$ cat src/trs_consts.vh
// Constants for the transceiver reset scope controller.
// Assumes inclusion by bare name from files under src/.
`ifndef TRS_CONSTS_VH
`define TRS_CONSTS_VH

// Lock mode codes of the clock recovery.
`define TRS_MODE_W 2
`define TRS_MODE_AUTO 2'h0
`define TRS_MODE_MAN_REF 2'h1
`define TRS_MODE_MAN_DATA 2'h2

// Transmit sub-block clear vector bit positions.
`define TRS_TX_PCFIFO 0
`define TRS_TX_BYTESER 1
`define TRS_TX_ENC 2
`define TRS_TX_SER 3
`define TRS_TX_XAUI 4
`define TRS_TX_BUF 5
`define TRS_TX_W 6

// Receive sub-block clear vector bit positions.
`define TRS_RX_BUF 0
`define TRS_RX_CDR 1
`define TRS_RX_DESER 2
`define TRS_RX_ALIGN 3
`define TRS_RX_DESKEW 4
`define TRS_RX_RATECOMP 5
`define TRS_RX_DEC 6
`define TRS_RX_BYTEDES 7
`define TRS_RX_ORDER 8
`define TRS_RX_PCFIFO 9
`define TRS_RX_XAUI 10
`define TRS_RX_BIST 11
`define TRS_RX_W 12

// Busy output: cycles low after power-up before it is raised.
`define TRS_BUSY_LOW_CYCLES 1
// Offset cancellation length in reconfiguration clock cycles.
`define TRS_OFFSET_CANCEL_CYCLES 64

// Bonded XAUI group size.
`define TRS_XAUI_GROUP 4

`endif

$ cat src/trs_reset_scope.v
// Reset and power-down scope for a multi-channel transceiver block.
// Assumes all control inputs come from fabric logic on another clock.
//
// How it works
// - PLL reset clears only the transmit PLLs.
// - Transmit digital reset clears transmit PCS, not buffer.
// - Receive digital reset clears all receive PCS blocks.
// - Receive analog reset clears only clock recovery.
// - Power-down clears all channel blocks, not PLLs.
// - XAUI channels are always bonded.
// - Bonded XAUI groups four channels, one sequence.
// - Busy low first cycle, high from second.
// - Lock inputs select reference, data or automatic mode.
// - Automatic and manual lock in all non-PCIe modes; pcie_mode is unused, so PCIe mode gets them too.
// - Frequency lock high in data mode only.
`timescale 1ns/1ps
`default_nettype none
`include "trs_consts.vh"

module trs_reset_scope #(
    parameter CHANNELS = 4,
    parameter CANCEL_CYCLES = `TRS_OFFSET_CANCEL_CYCLES
) (
    input wire clk,
    input wire reset,
    input wire pll_reset,
    input wire pll_lock_in,
    input wire block_power_down,
    input wire xaui_mode,
    input wire pcie_mode,
    input wire [CHANNELS-1:0] tx_digital_reset,
    input wire [CHANNELS-1:0] rx_digital_reset,
    input wire [CHANNELS-1:0] rx_analog_reset,
    input wire [CHANNELS-1:0] reference_lock_mode,
    input wire [CHANNELS-1:0] data_lock_mode,
    output reg pll_clear_r,
    output reg pll_locked_r,
    output reg [CHANNELS*`TRS_TX_W-1:0] tx_clear_r,
    output reg [CHANNELS*`TRS_RX_W-1:0] rx_clear_r,
    output wire [CHANNELS*`TRS_MODE_W-1:0] lock_mode,
    output wire [CHANNELS-1:0] freq_locked,
    output reg busy_r,
    output reg bond_error_r
);

    localparam NSYNC = 5 + 5 * CHANNELS;
    // Resets and power-down start asserted so no clear drops while the synchronisers fill.
    localparam [NSYNC-1:0] SYNC_INIT = {{2*CHANNELS{1'b0}}, {3*CHANNELS{1'b1}}, 5'h05};
    localparam CW = 16;

    localparam ST_START = 2'h0;
    localparam ST_CANCEL = 2'h1;
    localparam ST_IDLE = 2'h2;

    // Three-stage synchronisers; stage 1 feeds only stage 2.
    wire [NSYNC-1:0] raw_in;
    reg [NSYNC-1:0] s1_r;
    reg [NSYNC-1:0] s2_r;
    reg [NSYNC-1:0] s3_r;
    reg [NSYNC-1:0] clean_r;

    assign raw_in = {data_lock_mode, reference_lock_mode, rx_analog_reset,
                     rx_digital_reset, tx_digital_reset, pcie_mode, xaui_mode,
                     block_power_down, pll_lock_in, pll_reset};

    always @(posedge clk) begin
        if (reset) begin
            s1_r <= SYNC_INIT;
            s2_r <= SYNC_INIT;
            s3_r <= SYNC_INIT;
            clean_r <= SYNC_INIT;
        end else begin
            s1_r <= raw_in;
            s2_r <= s1_r;
            s3_r <= s2_r;
            // A change counts once stages two and three agree.
            clean_r <= (s2_r & s3_r) | (clean_r & (s2_r | s3_r));
        end
    end

    wire c_pll_reset = clean_r[0];
    wire c_pll_lock = clean_r[1];
    wire c_pd = clean_r[2];
    wire c_xaui = clean_r[3];
    wire [CHANNELS-1:0] c_txd = clean_r[5 +: CHANNELS];
    wire [CHANNELS-1:0] c_rxd = clean_r[5+CHANNELS +: CHANNELS];
    wire [CHANNELS-1:0] c_rxa = clean_r[5+2*CHANNELS +: CHANNELS];
    wire [CHANNELS-1:0] c_ref = clean_r[5+3*CHANNELS +: CHANNELS];
    wire [CHANNELS-1:0] c_dat = clean_r[5+4*CHANNELS +: CHANNELS];

    // Returns the OR of the bits of a four-channel group.
    function group_any;
        input [CHANNELS-1:0] v;
        input integer g;
        integer k;
        begin
            group_any = 1'b0;
            for (k = 0; k < `TRS_XAUI_GROUP; k = k + 1) begin
                if (g * `TRS_XAUI_GROUP + k < CHANNELS) begin
                    group_any = group_any | v[g * `TRS_XAUI_GROUP + k];
                end
            end
        end
    endfunction

    // In XAUI mode each channel takes its group's reset, so a group resets as one.
    reg [CHANNELS-1:0] eff_txd;
    reg [CHANNELS-1:0] eff_rxd;
    reg [CHANNELS-1:0] eff_rxa;
    integer i;

    always @* begin
        for (i = 0; i < CHANNELS; i = i + 1) begin
            if (c_xaui) begin
                eff_txd[i] = group_any(c_txd, i / `TRS_XAUI_GROUP);
                eff_rxd[i] = group_any(c_rxd, i / `TRS_XAUI_GROUP);
                eff_rxa[i] = group_any(c_rxa, i / `TRS_XAUI_GROUP);
            end else begin
                eff_txd[i] = c_txd[i];
                eff_rxd[i] = c_rxd[i];
                eff_rxa[i] = c_rxa[i];
            end
        end
    end

    // Sub-block clears per channel.
    integer c;
    always @(posedge clk) begin
        if (reset) begin
            pll_clear_r <= 1'b1;
            pll_locked_r <= 1'b0;
            tx_clear_r <= {CHANNELS*`TRS_TX_W{1'b1}};
            rx_clear_r <= {CHANNELS*`TRS_RX_W{1'b1}};
        end else begin
            pll_clear_r <= c_pll_reset;
            pll_locked_r <= c_pll_lock && !c_pll_reset;
            for (c = 0; c < CHANNELS; c = c + 1) begin
                tx_clear_r[c*`TRS_TX_W + `TRS_TX_PCFIFO] <= eff_txd[c] | c_pd;
                tx_clear_r[c*`TRS_TX_W + `TRS_TX_BYTESER] <= eff_txd[c] | c_pd;
                tx_clear_r[c*`TRS_TX_W + `TRS_TX_ENC] <= eff_txd[c] | c_pd;
                tx_clear_r[c*`TRS_TX_W + `TRS_TX_SER] <= eff_txd[c] | c_pd;
                tx_clear_r[c*`TRS_TX_W + `TRS_TX_XAUI] <= eff_txd[c] | c_pd;
                tx_clear_r[c*`TRS_TX_W + `TRS_TX_BUF] <= c_pd;
                rx_clear_r[c*`TRS_RX_W + `TRS_RX_BUF] <= c_pd;
                rx_clear_r[c*`TRS_RX_W + `TRS_RX_DESER] <= c_pd;
                rx_clear_r[c*`TRS_RX_W + `TRS_RX_CDR] <= eff_rxa[c] | c_pd;
                rx_clear_r[c*`TRS_RX_W + `TRS_RX_ALIGN +: 9] <= {9{eff_rxd[c] | c_pd}};
            end
        end
    end

    // Lock-mode decode per channel.
    genvar g;
    generate
        for (g = 0; g < CHANNELS; g = g + 1) begin : ch
            wire [`TRS_MODE_W-1:0] m;
            wire fl;
            trs_lock_mode u_mode (
                .clk(clk),
                .reset(reset),
                .reference_lock_mode(c_ref[g]),
                .data_lock_mode(c_dat[g]),
                .cdr_clear(rx_clear_r[g*`TRS_RX_W + `TRS_RX_CDR]),
                .mode_r(m),
                .freq_locked_r(fl)
            );
            assign lock_mode[g*`TRS_MODE_W +: `TRS_MODE_W] = m;
            assign freq_locked[g] = fl;
        end
    endgenerate

    // Busy: low for one cycle after reset, then high during offset cancellation.
    reg [1:0] st_r;
    reg [CW-1:0] cnt_r;
    always @(posedge clk) begin
        if (reset) begin
            st_r <= ST_START;
            cnt_r <= {CW{1'b0}};
            busy_r <= 1'b0;
        end else begin
            case (st_r)
                ST_START: begin
                    busy_r <= 1'b1;
                    cnt_r <= CANCEL_CYCLES[CW-1:0];
                    st_r <= ST_CANCEL;
                end
                ST_CANCEL: begin
                    if (cnt_r <= 16'h0001) begin
                        busy_r <= 1'b0;
                        st_r <= ST_IDLE;
                    end else begin
                        cnt_r <= cnt_r - 16'h0001;
                    end
                end
                ST_IDLE: begin
                    busy_r <= 1'b0;
                end
                default: begin
                    st_r <= ST_IDLE;
                    busy_r <= 1'b0;
                end
            endcase
        end
    end

    // XAUI needs whole four-channel groups.
    always @(posedge clk) begin
        if (reset) begin
            bond_error_r <= 1'b0;
        end else begin
            bond_error_r <= c_xaui && ((CHANNELS % `TRS_XAUI_GROUP) != 0);
        end
    end

endmodule // trs_reset_scope
`default_nettype wire

$ cat src/trs_lock_mode.v
// Lock mode decoder and frequency-lock status for one channel.
// Assumes lock inputs are already in the clk domain.
`timescale 1ns/1ps
`default_nettype none
`include "trs_consts.vh"

module trs_lock_mode (
    input wire clk,
    input wire reset,
    input wire reference_lock_mode,
    input wire data_lock_mode,
    input wire cdr_clear,
    output reg [`TRS_MODE_W-1:0] mode_r,
    output reg freq_locked_r
);

    reg [`TRS_MODE_W-1:0] mode_nxt;

    always @* begin
        if (data_lock_mode) begin
            mode_nxt = `TRS_MODE_MAN_DATA;
        end else if (reference_lock_mode) begin
            mode_nxt = `TRS_MODE_MAN_REF;
        end else begin
            mode_nxt = `TRS_MODE_AUTO;
        end
    end

    always @(posedge clk) begin
        if (reset) begin
            mode_r <= `TRS_MODE_AUTO;
            freq_locked_r <= 1'b0;
        end else begin
            mode_r <= mode_nxt;
            // Data lock only once the clock recovery is out of its own reset.
            freq_locked_r <= (mode_nxt == `TRS_MODE_MAN_DATA) && !cdr_clear;
        end
    end

endmodule // trs_lock_mode
`default_nettype wire

$ cat config.mk
export PLATFORM = sky130hd
export DESIGN_NAME = trs_reset_scope
export DESIGN_NICKNAME = d
export VERILOG_FILES = /design/src/trs_reset_scope.v /design/src/trs_lock_mode.v
export VERILOG_INCLUDE_DIRS = /design/src /design/src/src
export SDC_FILE = /design/constraint.sdc
export NUM_CORES = 1
export LEC_CHECK = 0
export ABC_AREA = 1
export BUFFER_PORTS_ARGS = -buffer_cell sky130_fd_sc_hd__buf_2
export CORE_MARGIN = 4
export CORE_UTILIZATION = 50
export CTS_CLUSTER_DIAMETER = 60
export DETAILED_ROUTE_END_ITERATION = 16
export PLACE_DENSITY_LB_ADDON = 0.05
export SLEW_MARGIN = 20
export SYNTH_ARGS = -nofsm -noshare
export SYNTH_HDL_FRONTEND = slang
export SYNTH_SLANG_ARGS = --single-unit
$ cat constraint.sdc
create_clock -name clk -period 1.9 [get_ports clk]
set_clock_uncertainty 0.05 [all_clocks]
set_input_delay 0.38 -clock clk [delete_from_list [all_inputs] [get_ports clk]]
set_output_delay 0.38 -clock clk [all_outputs]
set_load 0.005 [all_outputs]
==> results of run 1 <==
## logic make-up (layout without fill, tap and decap cells)
family                   after synthesis  after routing  synth area share, %
AO/OA/AOI/OAI                         81             81                 8.24
buffers and inverters                151            229                 16.1
adder cells (fa/ha/maj)                2              2                0.483
flip-flops                           142            142                 54.9
XOR/XNOR                               2              2                0.338
AND/OR/NAND/NOR                      215            215                 19.9
other                                  1              1               0.0724
## final timing paths
kind | slack [ns] | endpoint | startpoint
setup / recovery | 0.26 | cnt_r[15]$_SDFFE_PP0P_ | cnt_r[1]$_SDFFE_PP0P_
hold / removal | 0.03 | s1_r[1]$_SDFF_PP0_ | pll_lock_in
setup reg to reg | 0.26 | cnt_r[15]$_SDFFE_PP0P_ | cnt_r[1]$_SDFFE_PP0P_
hold reg to reg | 0.35 | s2_r[17]$_SDFF_PP0_ | s1_r[17]$_SDFF_PP0_
## per-stage QoR
stage | std cells | hold slack [ns] | setup slack (ns)
global route | 805 | 0.00856 | 0.0759
floorplan | 594 | 0.338 | 0.398
global placement | 761 | 0.338 | 0.304
finish | 805 | 0.0295 | 0.261
CTS | 805 | 0.00628 | 0.238
detailed placement | 761 | 0.342 | 0.260
## state kept, by name, summed over array words and instances, names as in the netlist
register and count:
ch.u_mode.freq_locked_r 4, pll_clear_r 1, ch.u_mode.mode_r 8, rx_clear_r 8, pll_locked_r 1, busy_r 1
cnt_r 16, s3_r 24, s2_r 24, s1_r 24, tx_clear_r 5, st_r 2
clean_r 24
## power groups by stage
stage | Clock (mW) | Combinational, mW | Sequential (mW)
after global placement | 0 | 1.95 | 3.49
after global routing | 3.32 | 2.36 | 3.48
after detailed placement | 0 | 2.01 | 3.50
after CTS | 3.20 | 2.05 | 3.43
after floorplan | 0 | 1.61 | 3.45
final | 3.12 | 2.04 | 3.44
## metal layers
layer / global-route usage [%] / wire [um]
met5: 0 / 0
met1: 18.1 / 4090
met4: 6.77 / 90
met2: 24.3 / 3900
met3: 4.82 / 501
## placed cells by master (no fill, tap or decap), types with 13 or more instances in the layout
cell type,count
nand2_1,56
dlygate4sd3_1,13
nor2_1,73
inv_1,67
a21oi_1,31
buf_2,112
dfxtp_1,142
o21ai_0,32
clkbuf_16,16
or2_2,43
## worst register-to-register path: stages (launching register included)
cell and delay (ns):
dfxtp_1 0.36, inv_1 0.09, ha_1 0.23, o21ai_1 0.16, nor2_2 0.07, nand2_1 0.07
nand2_2 0.07, nor2_2 0.26, nand2_1 0.10, o21ai_1 0.11
## layout make-up
cell class | instances | area (um^2)
repair buffers | 129 | 733
multi-input cells | 301 | 1500
fillers | 830 | 3830
flip-flops and latches | 142 | 2840
clock buffers | 22 | 463
well taps | 133 | 166
inverters | 69 | 264
clock inverters | 9 | 110
## what timing repair did
action                    CTS  global route
hold buffers               13             0
resized for setup           0             0
hold endpoints to repair   13             0
==> run_results.csv, run 1 <==
group,metric,value,unit
status,status,"complete, no violations",
final_layout,final_core_util,61.4,%
logic_synthesis,synth_area_leaders,"dfxtp_1 55%, buf_4 9.9%, nor2_1 5.3%, or2_2 5.2%, inv_1 4.9%",
logic_synthesis,yosysTopAreaCell,"dfxtp_1",
clock_network,cts-root-buf,"clkbuf_8",
global_route,grt_pass1_vias,3322,
drt,drt_iter0_markers,140,
final_layout,layout-drive-gt1-share,30.8,%
sta,fin_crit,1.64,ns
floorplan,initial_core_util,52.2,%
drt,wl_per_cell,10.7,um
pwr,p_seq_share,40.0,%
logic_synthesis,avgSynthCellArea,8.72,um^2
pwr,p_leak,2.65,nW
final_layout,final_nets,689,
clock_network,numCtsBuffers,17,
clock_network,clock_sink_count,142,
critical_path,crit_cells,9,
floorplan,num_rows,36,
worst_hold_path,hp-class,"in2reg",
logic_synthesis,netlist_area,5180,um^2
placed_design,dp_hpwl,6170,um
sta,slew_viol_final,0,
floorplan,die_h,110,um
logic_synthesis,ys_warn_count,0,
logic_synthesis,synth_cell_types,31,
logic_synthesis,synth_edf_count,0,
floorplan,core,9910,um^2
clock_network,h-tree-depth,4,
logic_synthesis,ys.flop_type,"dfxtp_1",
critical_path,crit_path_cell_trace,"inv_1, ha_1, o21ai_1, nor2_2, nand2_1, nand2_2, nor2_2, nand2_1, o21ai_1",
critical_path,r2r_cells,9,
drt,dr_total_vias,3577,
pwr,switchingPower,2.68,mW
placed_design,io_buffers,112,
critical_path,crit_fanout,6,
pwr,clkPwrFrac,36.3,%
pwr,total_power,8.59,mW
worst_hold_path,hold_depth,3,
drt,first_pass_iters,5,
global_route,antenna_found_initial,0,
critical_path,cp-start-kind,"flip-flop",
drt,wirelength,8590,um
clock_network,clk_pin_slew,0.06,ns
final_layout,area_delta_synth_final,17.4,%
placed_design,gp_congestion,0.837,
clock_network,post_cts_buffers,0,
pwr,p_per_area,1410,nW/um^2
drt,drc,0,
critical_path,path_buf_inv,1,
sta,tns,0,ns
floorplan,boundaryPins,115,
floorplan,dieWidth,110,um
logic_synthesis,yosysSeqAreaShare,54.9,%
global_route,grt_pass1_wl,14100,um
logic_synthesis,synthTopCellsByCount,"142 x dfxtp_1, 73 x nor2_1, 68 x buf_4",
global_route,gr-usage-all-layers,15.0,%
sta,fin_crit_sh,86.2,%
global_route,grt_overflow,0,
logic_synthesis,synth_top_area_share,54.9,%
clock_network,cts_tree,"yes",
logic_synthesis,syn_inst,594,
critical_path,required,2.29,ns
logic_synthesis,yosysMostFrequentCell,"dfxtp_1",
sta,hold_viol,0,
flow_run,drv_cap,0,
logic_synthesis,synth_seq_cells,142,
pwr,ir_drop,0.843,mV
placed_design,place_area,5380,um^2
logic_synthesis,ys_async_sr_fraction,0,%
floorplan,die_area,12000,um^2
clock_network,clock_path_buffers,2,
sta,rsz0062_at_grt,"no",
sta,clock.fmax,610,MHz
critical_path,crit_type,"reg2reg",
final_layout,antennaDiodeCount,0,
pwr,p_int,5.91,mW
critical_path,cpLargestDelayFamily,"simple AND/OR/NAND/NOR gates",
final_layout,final_area,6080,um^2
sta,finalSetupViolCount,0,
pwr,netSwitchingFraction,31.2,%
drt,viasPerCell,4.44,
critical_path,cp_data_arrival_time,2.02,ns
clock_network,clk_latency,0.51,ns
critical_path,slowest_stage,"dfxtp_1",
global_route,grt_max_degree,52,
critical_path,cp-end-kind,"flip-flop",
logic_synthesis,synth_fp_nets,623,
drt,antenna_violating_nets_post_route,0,
pwr,comb_power_share,23.7,%
critical_path,critical_path.max_stage_delay,0.36,ns
Power figures use the tool's default switching activity.
==> run 2, diff against run 1 <==
- CORE_UTILIZATION: 50 -> 53
- PLACE_DENSITY_LB_ADDON: 0.05 -> 0.25
- clock period: 1.9 -> 1.6 ns (I/O delays scaled with it)
==> run 2 against run 1 <==
Combinational power is 30% higher; sequential share of layout area down 1.1 points; largest cell class unchanged; clock-buffer cell count fell by 2; via count increased by 4.0%; global-route usage up 1.9 points.
==> run_results.csv, run 2 (synthesis gave the netlist of run 1 again) <==
group,metric,value,unit
final_layout,final_nets,705,
final_layout,final_common_cell,"dfxtp_1",
global_route,grt_pass1_wl,15500,um
final_layout,antennaDiodeCount,0,
drt,dr_total_vias,3721,
sta,fin_crit_sh,92.1,%
clock_network,clock_sink_count,142,
critical_path,r2r_cells,9,
global_route,grt_max_degree,29,
floorplan,die_area,11400,um^2
pwr,clkPwrFrac,34.8,%
pwr,p_leak,2.72,nW
drt,wl_per_cell,11.3,um
clock_network,cts_tree,"yes",
floorplan,num_rows,35,
clock_network,h-tree-depth,4,
pwr,p_int,7.01,mW
floorplan,dieWidth,107,um
sta,clock.fmax,679,MHz
final_layout,post_layout_nonfiller_instances,817,
floorplan,core,9370,um^2
floorplan,initial_core_util,55.2,%
drt,drt_iter0_markers,166,
critical_path,cp-end-kind,"flip-flop",
global_route,antenna_found_initial,0,
drt,first_pass_iters,4,
worst_hold_path,min-delay-start,"reset",
pwr,ir_drop,0.910,mV
sta,slew_viol_final,0,
global_route,grt_pass1_vias,3430,
global_route,gr-usage-all-layers,16.9,%
critical_path,cp-start-kind,"flip-flop",
sta,fin_crit,1.47,ns
placed_design,dpl.cell_count,762,
clock_network,clk_pin_slew,0.06,ns
pwr,switchingPower,3.37,mW
sta,hold_viol,0,
drt,wirelength,9260,um
floorplan,die_h,107,um
pwr,p_seq_share,39.6,%
worst_hold_path,hp-class,"in2reg",
flow_run,drv_cap,0,
critical_path,reg2reg_to,"cnt_r[15]$_SDFFE_PP0P_",
final_layout,layout-drive-gt1-share,32.6,%
worst_hold_path,hold_depth,2,
sta,finalSetupViolCount,0,
placed_design,gp_congestion,0.821,
critical_path,reg2reg_from,"cnt_r[1]$_SDFFE_PP0P_",
critical_path,cp_data_arrival_time,1.82,ns
critical_path,crit_fanout,4,
sta,rsz0062_at_grt,"no",
clock_network,numCtsBuffers,17,
global_route,grt_overflow,0,
critical_path,required,1.95,ns
clock_network,clk_latency,0.51,ns
drt,drc,0,
pwr,p_per_area,1660,nW/um^2
placed_design,dp_hpwl,6520,um
clock_network,clock_path_buffers,2,
drt,viasPerCell,4.55,
status,status,"complete, no violations",
sta,whs,0.0828,ns
placed_design,io_buffers,112,
pwr,comb_power_share,25.5,%
clock_network,cts-root-buf,"clkbuf_8",
final_layout,most-common-layout-cells,"139 x dfxtp_1, 112 x buf_2, 72 x nor2_1",
pwr,netSwitchingFraction,32.5,%
worst_hold_path,holdPathEnd,"s2_r[3]$_SDFF_PP0_",
critical_path,crit_type,"reg2reg",
critical_path,regToRegSetupSlack,0.13,ns
final_layout,area_delta_synth_final,20.5,%
floorplan,boundaryPins,115,
drt,antenna_violating_nets_post_route,0,
[run 2: cell count changes in the layout (fill, tap and decap cells not counted), moves of 2 or more]
cell           before  now
buf_4               3    9
clkbuf_1            2    0
dfxtp_2             0    2
inv_1              67   64
inv_6               1    4
inv_2               1    4
dlygate4sd3_1      13   24
dfxtp_1           142  139
nor2_4              3    5
[run 2: cell type report]
| class | count | area (um^2) |
|---|---|---|
| clock buffers | 20 | 455 |
| clock inverters | 11 | 108 |
| fillers | 778 | 3130 |
| inverters | 69 | 264 |
| multi-input cells | 301 | 1530 |
| flip-flops and latches | 142 | 2850 |
| well taps | 129 | 161 |
| repair buffers | 145 | 868 |
[run 2: through the flow]
step	cell area [um^2]	TNS [ns]	power [mW]	utilization (%)	worst slack, ns
5_1_grt	6240	0	11.0	66.6	0.0103
3_3_place_gp	5400	-0.0205	6.51	57.6	-0.0116
4_1_cts	6210	0	10.3	66.2	0.0220
6_report	6240	0	10.4	66.6	0.127
2_1_floorplan	5180	0	6.01	-	0.0978
3_5_place_dp	5400	-0.353	6.61	57.6	-0.0920
[run 2: routing by layer]
layer	routed length (um)	GRT usage (%)
met1	4150	20.4
met2	4380	28.4
met3	578	5.06
met4	146	6.39
met5	0	0
[run 2: critical path, cell delays in order (launching register included)]
cell and delay, ns:
dfxtp_2 0.32, buf_4 0.13, nor2_2 0.12, nand2_1 0.09, nor2_2 0.18, nand2_2 0.12, nor2_4 0.15, nand3_1 0.09
nand2_1 0.07, o21ai_1 0.05
[run 2: worst max-delay path by stage]
stage	startpoint	to
4_1_cts	cnt_r[0]$_SDFFE_PP0P_	cnt_r[15]$_SDFFE_PP0P_
3_5_place_dp	cnt_r[0]$_SDFFE_PP0P_	cnt_r[15]$_SDFFE_PP0P_
2_1_floorplan	cnt_r[0]$_SDFFE_PP0P_	cnt_r[15]$_SDFFE_PP0P_
3_3_place_gp	cnt_r[0]$_SDFFE_PP0P_	cnt_r[11]$_SDFFE_PP0P_
6_report	cnt_r[1]$_SDFFE_PP0P_	cnt_r[15]$_SDFFE_PP0P_
5_1_grt	cnt_r[0]$_SDFFE_PP0P_	cnt_r[15]$_SDFFE_PP0P_
[run 2: power by group through the flow]
| stage | Combinational [mW] | Sequential [mW] | Clock, mW |
|---|---|---|---|
| after floorplan | 1.91 | 4.10 | 0 |
| after global placement | 2.36 | 4.15 | 0 |
| after CTS | 2.53 | 4.10 | 3.69 |
| after detailed placement | 2.44 | 4.17 | 0 |
| final | 2.65 | 4.11 | 3.61 |
| after global routing | 2.99 | 4.15 | 3.88 |
[run 2: what timing repair did]
action	4_1_cts	5_1_grt
resized for setup	3	11
hold buffers	24	0
pin swaps	0	1
setup endpoints to repair	12	24
endpoints found under the hold margin	24	0
setup buffers	0	0
==> run 3, diff against run 2 <==
- BUFFER_PORTS_ARGS: -buffer_cell sky130_fd_sc_hd__buf_2 -> unset
- CORE_UTILIZATION: 53 -> 55
- DONT_BUFFER_PORTS: unset -> 1
==> run 3 against run 2 <==
Setup slack lost 0.033 ns; critical path type unchanged; final area decreased by 3.6%; register-to-register slack got worse by 0.03 ns; first-iteration DRC count down 7.8%; hold slack better by 0.025 ns; clock power grew 17%; wire length decreased by 5.0%; sequential cell count is the same; sequential share of layout area grew 1.7 points; critical endpoint unchanged; sequential power hardly changed.
==> run_results.csv, run 3 (synthesis gave the netlist of run 1 again) <==
group,metric,value,unit
critical_path,crit_fanout,7,
status,status,"complete, no violations",
drt,drt_iter0_markers,153,
critical_path,r2r_cells,10,
global_route,grt_pass1_wl,15000,um
final_layout,final_common_cell,"dfxtp_1",
final_layout,antennaDiodeCount,0,
drt,dr_total_vias,3394,
sta,hold_viol,0,
critical_path,crit_path_cell_trace,"inv_4, ha_4, o21ai_1, nor2_2, nand3_2, nand2_4, nand2_8, inv_8, nand2_1, o21ai_1",
drt,antenna_violating_nets_post_route,0,
pwr,comb_power_share,24.6,%
drt,first_pass_iters,4,
pwr,p_per_area,1840,nW/um^2
clock_network,h-tree-depth,4,
flow_run,drv_cap,0,
sta,clock.fmax,664,MHz
global_route,grt_pass1_vias,3306,
placed_design,gp_congestion,0.827,
pwr,p_leak,2.57,nW
critical_path,cp-start-kind,"flip-flop",
floorplan,die_area,11000,um^2
drt,viasPerCell,4.79,
critical_path,required,1.99,ns
pwr,p_int,7.61,mW
sta,slew_viol_final,0,
critical_path,cpLargestDelayFamily,"simple AND/OR/NAND/NOR gates",
drt,wl_per_cell,12.4,um
pwr,netSwitchingFraction,31.3,%
pwr,ir_drop,0.915,mV
placed_design,io_buffers,0,
floorplan,boundaryPins,115,
drt,wirelength,8790,um
critical_path,crit_cells,10,
critical_path,slowest_stage,"dfxtp_4",
critical_path,path_buf_inv,2,
final_layout,final_area,6010,um^2
global_route,grt_max_degree,80,
sta,fin_crit_sh,94.2,%
clock_network,cts_tree,"yes",
sta,fin_crit,1.51,ns
clock_network,clock_path_buffers,2,
worst_hold_path,hold_depth,2,
drt,drc,0,
critical_path,cp_data_arrival_time,1.90,ns
global_route,grt_overflow,0,
global_route,antenna_found_initial,0,
critical_path,cp_common_cell,"o21ai_1",
floorplan,dieWidth,105,um
pwr,p_seq_share,37.4,%
critical_path,regToRegSetupSlack,0.09,ns
placed_design,dp_hpwl,5330,um
final_layout,final_nets,614,
clock_network,numCtsBuffers,17,
sta,finalSetupViolCount,0,
floorplan,num_rows,35,
final_layout,area_delta_synth_final,16.1,%
global_route,gr-usage-all-layers,17.0,%
placed_design,place_area,4780,um^2
pwr,total_power,11.1,mW
clock_network,cts-root-buf,"clkbuf_8",
critical_path,crit_type,"reg2reg",
final_layout,most-common-layout-cells,"139 x dfxtp_1, 72 x nor2_1, 64 x inv_1",
pwr,switchingPower,3.47,mW
critical_path,cp-end-kind,"flip-flop",
pwr,clkPwrFrac,38.1,%
clock_network,clk_latency,0.51,ns
final_layout,layout-drive-gt1-share,18.1,%
sta,whs,0.108,ns
clock_network,clk_pin_slew,0.06,ns
clock_network,clock_sink_count,142,
floorplan,die_h,105,um
floorplan,initial_core_util,56.3,%
floorplan,core,9200,um^2
worst_hold_path,hp-class,"in2reg",
critical_path,critical_path.max_stage_delay,0.37,ns
==> run 3: cell count changes in the layout (fill, tap and decap cells not counted), moves of 2 or more <==
cell           delta
inv_6             -3
clkbuf_1          +2
bufinv_16         +4
inv_4             +3
clkinv_2          -2
buf_4             -3
dlygate4sd3_1    +23
inv_2             -3
clkbuf_8          -2
nand2_2           -3
buf_2           -112
==> run 3: worst paths after layout <==
kind                               from                      to
setup / recovery  cnt_r[0]$_SDFFE_PP0P_  cnt_r[15]$_SDFFE_PP0P_
hold / removal                    reset   cnt_r[9]$_SDFFE_PP0P_
setup reg to reg  cnt_r[0]$_SDFFE_PP0P_  cnt_r[15]$_SDFFE_PP0P_
hold reg to reg     s1_r[23]$_SDFF_PP0_     s2_r[23]$_SDFF_PP0_
==> run 3: final cells by class <==
class                      count  area [um^2]
inverter                      69          274
multi-input combinational    301         1560
sequential                   142         2850
clock inverter                12          209
fill                         721         3180
tap                          111          139
timing repair buffer          54          543
clock buffer                  20          435
==> run 3: power by group through the flow <==
stage          Combinational, mW  Sequential (mW)  Clock, mW
2_1_floorplan               1.91             4.10          0
3_3_place_gp                2.24             4.16          0
3_5_place_dp                2.34             4.17          0
4_1_cts                     2.51             4.10       4.28
5_1_grt                     3.08             4.18       4.43
6_report                    2.72             4.14       4.21
==> run 3: what timing repair did <==
action | CTS | global route
hold buffers | 48 | 0
buffers inserted | 0 | 2
hold endpoints to repair | 117 | 0
pin swaps | 0 | 4
setup endpoints to repair | 12 | 17
gates resized for setup | 4 | 18
==> run 3: through the flow <==
step                      setup WS [ns]  TNS (ns)  std cells  utilization [%]
after global placement           0.0205         0        627             51.9
after global routing           -0.00529  -0.00529        709             65.4
final                            0.0935         0        709             65.4
after detailed placement        -0.0427   -0.0861        627             51.9
after floorplan                  0.0978         0        594                -
after CTS                       0.00901         0        707             64.5
==> run 3: layer usage <==
| metal | up-vias | share of wire [%] | GRT usage (%) |
|---|---|---|---|
| met3 | 5 | 5.3 | 5.44 |
| met4 | 0 | 0.82 | 7.40 |
| li1 | 1766 | - | - |
| met5 | - | 0 | 0 |
| met2 | 67 | 48 | 28.1 |
| met1 | 1556 | 46 | 20.3 |
